`config.mk`:
```
export PLATFORM = sky130hd
export DESIGN_NAME = io_cell
export DESIGN_NICKNAME = d
export VERILOG_FILES = /design/src/inc/io_cell_pkg.sv /design/src/design/io_cell.sv
export SDC_FILE = /design/constraint.sdc
export NUM_CORES = 1
export LEC_CHECK = 0
export ABC_AREA = 1
export BUFFER_PORTS_ARGS = -buffer_cell sky130_fd_sc_hd__buf_2
export CAP_MARGIN = 20
export CORE_ASPECT_RATIO = 0.6
export CORE_MARGIN = 5
export CORE_UTILIZATION = 49
export DETAILED_ROUTE_END_ITERATION = 8
export PLACE_DENSITY = 0.8
export SYNTH_ARGS = -nofsm -noshare
export SYNTH_HDL_FRONTEND = slang
export SYNTH_SLANG_ARGS = --single-unit
```
`constraint.sdc`:
```
create_clock -name ref_clk_i -period 1.3 [get_ports ref_clk_i]
set_input_delay 0 -clock ref_clk_i [delete_from_list [all_inputs] [get_ports ref_clk_i]]
set_output_delay 0 -clock ref_clk_i [all_outputs]
set_load 0.02 [all_outputs]
```
`src/inc/io_cell_pkg.sv`:
```
package io_cell_pkg;

    // =====================================================================
    // Register map
    // =====================================================================
    localparam int ADDR_W = 12;
    localparam logic [11:0] CTRL_OFFSET = 12'h000;
    localparam logic [11:0] STATUS_OFFSET = 12'h004;

    // =====================================================================
    // Control register fields
    // =====================================================================
    localparam int CTRL_W = 8;
    localparam int IN_DDR_BIT = 0;
    localparam int OUT_MODE_LSB = 1;
    localparam int FLT_MODE_LSB = 3;
    localparam int LRST_ASYNC_BIT = 5;
    localparam int IN_SRVAL_BIT = 6;
    localparam int OUT_SRVAL_BIT = 7;
    localparam logic [7:0] CTRL_RESET = 8'h02;

    // =====================================================================
    // Status register fields
    // =====================================================================
    localparam int STATUS_CELL_LSB = 0;
    localparam int STATUS_OE_BIT = 8;
    localparam int STATUS_PAD_BIT = 9;

    // The float register always returns to driving on set/reset.
    localparam logic FLT_SRVAL = 1'b0;

    // Route taken by the output data and by the float control.
    typedef enum logic [1:0] {
        PM_DIRECT = 2'b00,
        PM_REG = 2'b01,
        PM_LATCH = 2'b10,
        PM_DDR = 2'b11
    } path_mode_e;

endpackage

```
`src/design/io_cell.sv`:
```
// Chosen here: the APB interface to the registers and the address map.
`timescale 1ns/1ps
// Overview of operation
// - Input register loads pad when enabled
// - Synchronous set/reset loads input register value
// - Asynchronous set/reset forces input register immediately
// - Chip-wide set/reset forces input and output registers
// - DDR input shares enable and pad input
// - DDR input registers sample on own clocks
// - DDR input sync reset per own clock
// - Output register loads fabric data when enabled
// - Synchronous set/reset loads output register value
// - Asynchronous set/reset forces output register immediately
// - Output has direct and latch routes
// - DDR output pad follows last clocked register
// - DDR output registers share one enable
// - DDR output sync reset per own clock
// - Float control high floats the pad
// - Float control may pass a latch
// - Chip-wide float forces high impedance
// - Float register samples control on edge
// - Float register loads only when enabled
// - Float register reset returns pad driving
// - DDR float registers use output clocks
module io_cell (
    // Clock and reset.
    input wire logic ref_clk_i,
    input wire logic rstn_i,
    // Register bus.
    input wire logic psel_i,
    input wire logic penable_i,
    input wire logic pwrite_i,
    input wire logic [io_cell_pkg::ADDR_W-1:0] paddr_i,
    input wire logic [31:0] pwdata_i,
    output logic [31:0] prdata_o,
    output logic pready_o,
    output logic pslverr_o,
    // Cell clocks.
    input wire logic input_clock_a_i,
    input wire logic input_clock_b_i,
    input wire logic output_clock_a_i,
    input wire logic output_clock_b_i,
    // Cell controls.
    input wire logic input_capture_enable_i,
    input wire logic output_capture_enable_i,
    input wire logic float_capture_enable_i,
    input wire logic local_set_reset_i,
    input wire logic chip_wide_set_reset_i,
    input wire logic chip_wide_float_i,
    // Fabric data.
    input wire logic fabric_output_data_a_i,
    input wire logic fabric_output_data_b_i,
    input wire logic float_control_a_i,
    input wire logic float_control_b_i,
    output logic captured_input_a_o,
    output logic captured_input_b_o,
    // Pad.
    input wire logic pad_i,
    output logic pad_o,
    output logic pad_oe_o
);

    // =====================================================================
    // Input synchronisers
    // =====================================================================
    localparam int NSYNC = 15;
    localparam int S_PAD = 0;
    localparam int S_ICA = 1;
    localparam int S_ICB = 2;
    localparam int S_OCA = 3;
    localparam int S_OCB = 4;
    localparam int S_IN_EN = 5;
    localparam int S_OUT_EN = 6;
    localparam int S_FLT_EN = 7;
    localparam int S_LRST = 8;
    localparam int S_CRST = 9;
    localparam int S_CFLT = 10;
    localparam int S_DAT_A = 11;
    localparam int S_DAT_B = 12;
    localparam int S_FCTL_A = 13;
    localparam int S_FCTL_B = 14;

    // Storage slots: six registers and two latches.
    localparam int NCELL = 8;
    localparam int C_IN_A = 0;
    localparam int C_IN_B = 1;
    localparam int C_OUT_A = 2;
    localparam int C_OUT_B = 3;
    localparam int C_FLT_A = 4;
    localparam int C_FLT_B = 5;
    localparam int C_OUT_LAT = 6;
    localparam int C_FLT_LAT = 7;

    logic [NSYNC-1:0] raw;
    logic [NSYNC-1:0] sync1_q;
    logic [NSYNC-1:0] sync2_q;
    logic [NSYNC-1:0] prev_q;

    // Every cell pin lives outside this clock; all take the same two stages.
    assign raw = {float_control_b_i, float_control_a_i,
                  fabric_output_data_b_i, fabric_output_data_a_i,
                  chip_wide_float_i, chip_wide_set_reset_i,
                  local_set_reset_i, float_capture_enable_i,
                  output_capture_enable_i, input_capture_enable_i,
                  output_clock_b_i, output_clock_a_i,
                  input_clock_b_i, input_clock_a_i, pad_i};

    // First stage feeds only the second stage.
    always_ff @(posedge ref_clk_i or negedge rstn_i) begin
        if (!rstn_i) begin
            sync1_q <= '0;
            sync2_q <= '0;
        end else begin
            sync1_q <= raw;
            sync2_q <= sync1_q;
        end
    end

    // A third copy gives the rising-edge detection of the cell clocks.
    always_ff @(posedge ref_clk_i or negedge rstn_i) begin
        if (!rstn_i) begin
            prev_q <= '0;
        end else begin
            prev_q <= sync2_q;
        end
    end

    logic ia_rise;
    logic ib_rise;
    logic oa_rise;
    logic ob_rise;
    logic lrst_s;
    logic crst_s;
    logic cflt_s;

    // Data and clocks are delayed alike, so data ahead of a clock edge stays ahead.
    assign ia_rise = sync2_q[S_ICA] & ~prev_q[S_ICA];
    assign ib_rise = sync2_q[S_ICB] & ~prev_q[S_ICB];
    assign oa_rise = sync2_q[S_OCA] & ~prev_q[S_OCA];
    assign ob_rise = sync2_q[S_OCB] & ~prev_q[S_OCB];
    assign lrst_s = sync2_q[S_LRST];
    assign crst_s = sync2_q[S_CRST];
    assign cflt_s = sync2_q[S_CFLT];

    // =====================================================================
    // Register bus slave
    // =====================================================================
    logic [io_cell_pkg::CTRL_W-1:0] ctrl_q;
    logic pready_q;
    logic pslverr_q;
    logic [31:0] prdata_q;
    logic access;
    logic hit;
    logic [31:0] status;

    // Each access gets exactly one wait state.
    assign access = psel_i & penable_i;
    assign hit = (paddr_i == io_cell_pkg::CTRL_OFFSET) |
                 (paddr_i == io_cell_pkg::STATUS_OFFSET);

    // Answer strobe, read data and error are all settled together.
    always_ff @(posedge ref_clk_i or negedge rstn_i) begin
        if (!rstn_i) begin
            pready_q <= 1'b0;
            pslverr_q <= 1'b0;
            prdata_q <= 32'h00000000;
        end else begin
            pready_q <= access & ~pready_q;
            pslverr_q <= access & ~pready_q & ~hit;
            if (access && !pready_q && !pwrite_i) begin
                if (paddr_i == io_cell_pkg::CTRL_OFFSET) begin
                    prdata_q <= {{(32 - io_cell_pkg::CTRL_W){1'b0}}, ctrl_q};
                end else if (paddr_i == io_cell_pkg::STATUS_OFFSET) begin
                    prdata_q <= status;
                end else begin
                    prdata_q <= 32'h00000000;
                end
            end
        end
    end

    // Control word; writes to status or unmapped space are dropped.
    always_ff @(posedge ref_clk_i or negedge rstn_i) begin
        if (!rstn_i) begin
            ctrl_q <= io_cell_pkg::CTRL_RESET;
        end else if (access && pready_q && pwrite_i && paddr_i == io_cell_pkg::CTRL_OFFSET) begin
            ctrl_q <= pwdata_i[io_cell_pkg::CTRL_W-1:0];
        end
    end

    assign pready_o = pready_q;
    assign pslverr_o = pslverr_q;
    assign prdata_o = prdata_q;

    // =====================================================================
    // Configuration decode
    // =====================================================================
    logic in_ddr;
    logic lrst_async;
    logic in_sv;
    logic out_sv;
    io_cell_pkg::path_mode_e out_mode;
    io_cell_pkg::path_mode_e flt_mode;

    assign in_ddr = ctrl_q[io_cell_pkg::IN_DDR_BIT];
    assign lrst_async = ctrl_q[io_cell_pkg::LRST_ASYNC_BIT];
    assign in_sv = ctrl_q[io_cell_pkg::IN_SRVAL_BIT];
    assign out_sv = ctrl_q[io_cell_pkg::OUT_SRVAL_BIT];
    assign out_mode = io_cell_pkg::path_mode_e'(ctrl_q[io_cell_pkg::OUT_MODE_LSB+:2]);
    assign flt_mode = io_cell_pkg::path_mode_e'(ctrl_q[io_cell_pkg::FLT_MODE_LSB+:2]);

    // =====================================================================
    // Storage elements
    // =====================================================================
    logic [NCELL-1:0] cell_ev;
    logic [NCELL-1:0] cell_ce;
    logic [NCELL-1:0] cell_d;
    logic [NCELL-1:0] cell_sv;
    logic [NCELL-1:0] cell_q;

    // Second registers only clock in DDR mode; latches follow while gate is high.
    assign cell_ev = {sync2_q[S_OCA], sync2_q[S_OCA],
                      ob_rise & (flt_mode == io_cell_pkg::PM_DDR), oa_rise,
                      ob_rise & (out_mode == io_cell_pkg::PM_DDR), oa_rise,
                      ib_rise & in_ddr, ia_rise};
    // Pairs share one enable, so both halves see the same edge of it.
    assign cell_ce = {sync2_q[S_FLT_EN], sync2_q[S_OUT_EN],
                      sync2_q[S_FLT_EN], sync2_q[S_FLT_EN],
                      sync2_q[S_OUT_EN], sync2_q[S_OUT_EN],
                      sync2_q[S_IN_EN], sync2_q[S_IN_EN]};
    assign cell_d = {sync2_q[S_FCTL_A], sync2_q[S_DAT_A],
                     sync2_q[S_FCTL_B], sync2_q[S_FCTL_A],
                     sync2_q[S_DAT_B], sync2_q[S_DAT_A],
                     sync2_q[S_PAD], sync2_q[S_PAD]};
    assign cell_sv = {io_cell_pkg::FLT_SRVAL, out_sv,
                      io_cell_pkg::FLT_SRVAL, io_cell_pkg::FLT_SRVAL,
                      out_sv, out_sv, in_sv, in_sv};

    // One slot per element; set/reset outranks the enable, a dead enable holds.
    for (genvar gi = 0; gi < NCELL; gi++) begin : g_cell
        logic q;
        always_ff @(posedge ref_clk_i or negedge rstn_i) begin
            if (!rstn_i) begin
                q <= 1'b0;
            end else if (crst_s) begin
                q <= cell_sv[gi];
            end else if (lrst_s && lrst_async) begin
                q <= cell_sv[gi];
            end else if (lrst_s && cell_ev[gi]) begin
                q <= cell_sv[gi];
            end else if (cell_ev[gi] && cell_ce[gi]) begin
                q <= cell_d[gi];
            end
        end
        assign cell_q[gi] = q;
    end

    assign captured_input_a_o = cell_q[C_IN_A];
    assign captured_input_b_o = cell_q[C_IN_B];

    // =====================================================================
    // DDR hand-over between halves
    // =====================================================================
    logic last_ob_q;
    logic last_tb_q;

    // Remembers which half clocked last; the second clock wins a tie.
    always_ff @(posedge ref_clk_i or negedge rstn_i) begin
        if (!rstn_i) begin
            last_ob_q <= 1'b0;
        end else if (ob_rise) begin
            last_ob_q <= 1'b1;
        end else if (oa_rise) begin
            last_ob_q <= 1'b0;
        end
    end

    // Same tracking for the float pair, both on the output clocks.
    always_ff @(posedge ref_clk_i or negedge rstn_i) begin
        if (!rstn_i) begin
            last_tb_q <= 1'b0;
        end else if (ob_rise) begin
            last_tb_q <= 1'b1;
        end else if (oa_rise) begin
            last_tb_q <= 1'b0;
        end
    end

    // =====================================================================
    // Pad drive
    // =====================================================================
    logic pad_d;
    logic float_d;
    logic pad_q;
    logic pad_oe_q;

    // Route selection costs one reference cycle but keeps the pad glitch free.
    always_comb begin
        case (out_mode)
            io_cell_pkg::PM_DIRECT: pad_d = sync2_q[S_DAT_A];
            io_cell_pkg::PM_REG: pad_d = cell_q[C_OUT_A];
            io_cell_pkg::PM_LATCH: pad_d = cell_q[C_OUT_LAT];
            io_cell_pkg::PM_DDR: pad_d = last_ob_q ? cell_q[C_OUT_B] : cell_q[C_OUT_A];
            default: pad_d = sync2_q[S_DAT_A];
        endcase
    end

    // High on the selected float source means the pad floats.
    always_comb begin
        case (flt_mode)
            io_cell_pkg::PM_DIRECT: float_d = sync2_q[S_FCTL_A];
            io_cell_pkg::PM_REG: float_d = cell_q[C_FLT_A];
            io_cell_pkg::PM_LATCH: float_d = cell_q[C_FLT_LAT];
            io_cell_pkg::PM_DDR: float_d = last_tb_q ? cell_q[C_FLT_B] : cell_q[C_FLT_A];
            default: float_d = sync2_q[S_FCTL_A];
        endcase
    end

    // Chip-wide float overrides every local source.
    always_ff @(posedge ref_clk_i or negedge rstn_i) begin
        if (!rstn_i) begin
            pad_q <= 1'b0;
            pad_oe_q <= 1'b0;
        end else begin
            pad_q <= pad_d;
            pad_oe_q <= ~float_d & ~cflt_s;
        end
    end

    assign pad_o = pad_q;
    assign pad_oe_o = pad_oe_q;

    // Status view of every storage element and of the pad.
    always_comb begin
        status = 32'h00000000;
        status[io_cell_pkg::STATUS_CELL_LSB+:NCELL] = cell_q;
        status[io_cell_pkg::STATUS_OE_BIT] = pad_oe_q;
        status[io_cell_pkg::STATUS_PAD_BIT] = pad_q;
    end
endmodule

```
==> results.cfg <==
[final_layout]
layout_commonest_cell = nand2_1
diodes = 0
drive_gt1_share_pct = 27.5
area_growth_pct = 28.2
multi_input_area_um2 = 876
fillCellCount = 453
final_nets = 445
final_area_um2 = 3520
final_cell_mix = nand2_1, dfrtp_1, buf_2
regArea_um2 = 1630

[clock_network]
clock-sinks = 65
clockBufferDepth = 2
root_buffer = clkbuf_8
h-tree-depth = 3
worstSkewPairLatency_ps = 340
postCtsSetupRepairBufs = 0
clk_pin_slew_ps = 70
cts-buffers-inserted = 9
cts_tree = yes

[critical_path]
reg2reg_from = ctrl_q[1]$_DFFE_PN1P_
worst_r2r_endpoint = g_cell[3].q$_DFFE_PN0P_
crit_type = reg -> reg
rrSetupSlack_ps = 100
path_cells = nand2_1, inv_2, nand3_1, nand2_1, nand3_1, o21ai_1
crit_slowest_cell = dfstp_2
arrival_ps = 1470
max_stage_delay_ps = 570
crit_fanout = 5
start_kind = flop
critPathRequiredTime_ps = 1570
rr_worst_depth = 6
end_kind = flop

[synthesis]
synth_simple_gate_area_share_pct = 22.3
async_reset_ff_share_pct = 100
synth_xor_area_share_pct = 0
postSynthCellCount = 285
yosysTopAreaCell = dfrtp_1
synth_top_family_by_area = simple AND/OR/NAND/NOR gates
ys_seq_elements = 65
yosys.area_share.adder_pct = 0
synth_top_area_share_pct = 58.4
syn-cell-area_um2 = 2740
yosys-top-cells-area = dfrtp_1, nand2_1, buf_4, nand3_1, inv_1
synth_mux_area_share_pct = 0
synth_seq_area_share_pct = 59.3
yosysWarnings = 0
synth_compound_area_share_pct = 6.38
synth_edf_count = 0
synth-main-ff-cell = dfrtp_1
syn_area_per_cell_um2 = 9.63
ys_types = 27

[placement]
io_buffers = 55
place_area_um2 = 3070
dp_hpwl_mm = 4.14
gp_congestion = 0.859

[flow_run]
maxCapViolations = 0

[grt]
grt_overflow = 0
antenna_found_initial = 0
grt_max_degree = 27
grt_pass1_vias = 2165
grt_first_pass_wirelength_mm = 9.70
grt_util_all_layers_pct = 17.6

[detailed_routing]
wire_per_inst_um = 12.7
drc = 0
dr.pass1.iters = 4
drt_iter0_drc = 113
via_per_inst = 4.76
ant_nets = 0
via_count = 2163
drt-total-wl_mm = 5.76

[hold_path]
worstHoldEndpoint = prdata_o[9]$_DFFE_PN0P_
hold_path_depth = 5
min_path_type = in -> reg
min_from = pwrite_i

[pwr]
p_sw_w = 0.00104
combPwrFrac_pct = 9.1
clock_power_share_pct = 36.8
peakVddDrop_mv = 0.705
p_per_area_nw_per_um2 = 1130
seqPwrFrac_pct = 54.0
leakagePower_nw = 1.88
internal_power_w = 0.00293
p_sw_share_pct = 26.1

[timing]
fmax_mhz = 833
maxSlewViolCount = 0
setup_viol = 0
tns_ps = 0
period_minus_slack_ps = 1200
final-hold-violation-count = 0
fin_crit_sh_pct = 92.3
rsz0062_at_grt = false
clock_skew_ps = 4.83

[floorplan]
die_w_um = 107
rows = 21
core_um2 = 5490
pin_count = 102
fp.dieH_um = 68.0
start_util_pct = 50.0
die_area_um2 = 7250

[outcome]
outcome = complete, no violations
## power by group through the flow
| stage | logic, W | registers, W | clock network, W |
|---|---|---|---|
| 6_report | 0.000363 | 0.00214 | 0.00146 |
| 2_1_floorplan | 0.000193 | 0.00217 | 0 |
| 3_5_place_dp | 0.000298 | 0.00218 | 0 |
| 5_1_grt | 0.000406 | 0.00215 | 0.00160 |
| 3_3_place_gp | 0.000291 | 0.00218 | 0 |
| 4_1_cts | 0.000361 | 0.00214 | 0.00151 |
## sequential cells by signal (all words and copies together) (netlist names)
register / flops
prev_q: 4
g_cell.q: 6
captured_input_b_o: 1
prdata_o: 10
captured_input_a_o: 1
ctrl_q: 8
pslverr_o: 1
pready_o: 1
pad_oe_o: 1
last_tb_q: 1
pad_o: 1
sync1_q: 15
sync2_q: 15
## per-stage QoR
| stage | utilization, % | power (W) | hold slack [ps] | setup WS [ps] | instances |
|---|---|---|---|---|---|
| final | 64.0 | 0.00397 | 80.9 | 100 | 454 |
| after detailed placement | 56.0 | 0.00248 | -21.5 | 126 | 412 |
| after global placement | 56.0 | 0.00247 | -24.2 | 168 | 412 |
| after CTS | 64.0 | 0.00401 | 74.3 | 71.9 | 454 |
| after floorplan | - | 0.00237 | -296 | 134 | 306 |
| after global routing | 64.0 | 0.00416 | 110 | 3.31 | 454 |
## cells by family (layout without fill, tap and decap cells)
family                 count (synthesis)  after routing
AOI/OAI and AO/OA                     27             27
DFF                                   65             65
and+or+nand+nor                      130            130
buffers and inverters                 62            141
other                                  1             22
## layout make-up
type / count / area share (%)
Clock inverter: 6 / 1.28
Timing Repair Buffer: 88 / 17.5
Inverter: 38 / 4.06
Multi-Input combinational cell: 179 / 24.9
Clock buffer: 9 / 3.52
Tap cell: 69 / 2.45
Sequential cell: 65 / 46.3
## metal layers
metal	share of wire [%]	vias up	global-route usage [%]
met5	0	-	0
met4	1.2	0	7.97
met1	44	1015	21.0
li1	-	1047	-
met2	46	93	29.4
met3	8.4	8	6.13
## worst max-delay path: cells and delay by family, from the launching register on
| family | cells | cell delay, ps |
|---|---|---|
| compound gates | 1 | 120 |
| buf+inv | 1 | 80 |
| flops | 1 | 570 |
| simple gates | 4 | 360 |
## Yosys cell counts (2+ instances only)
cell	number
nand2_2	5
o21ai_2	8
a21oi_1	7
o21ai_1	4
inv_2	7
nor2_1	12
nand3_1	31
nand2_1	65
o21ai_0	3
nor3_1	4
nor2_4	2
o211ai_1	2
inv_1	31
nor2_2	4
a31oi_1	2
buf_4	22
nand4_1	3
dfrtp_1	64
## worst max-delay path by stage
stage	to	slack, ps	cells past startpoint	from
after floorplan	prdata_o[8]$_DFFE_PN0P_	130	6	pready_o$_DFF_PN0_
final	g_cell[3].q$_DFFE_PN0P_	100	6	ctrl_q[1]$_DFFE_PN1P_
after CTS	pready_o$_DFF_PN0_	70	4	pready_o$_DFF_PN0_
after global placement	prdata_o[8]$_DFFE_PN0P_	170	6	pready_o$_DFF_PN0_
after detailed placement	g_cell[3].q$_DFFE_PN0P_	130	6	ctrl_q[1]$_DFFE_PN1P_
after global routing	ctrl_q[2]$_DFFE_PN0P_	3	5	pready_o$_DFF_PN0_
## what timing repair did
action,CTS,global route
endpoints found under the setup margin,0,1
hold buffers,27,0
hold endpoints to repair,89,0
resized for setup,0,1
No activity file was read; power rests on OpenSTA's default activity.
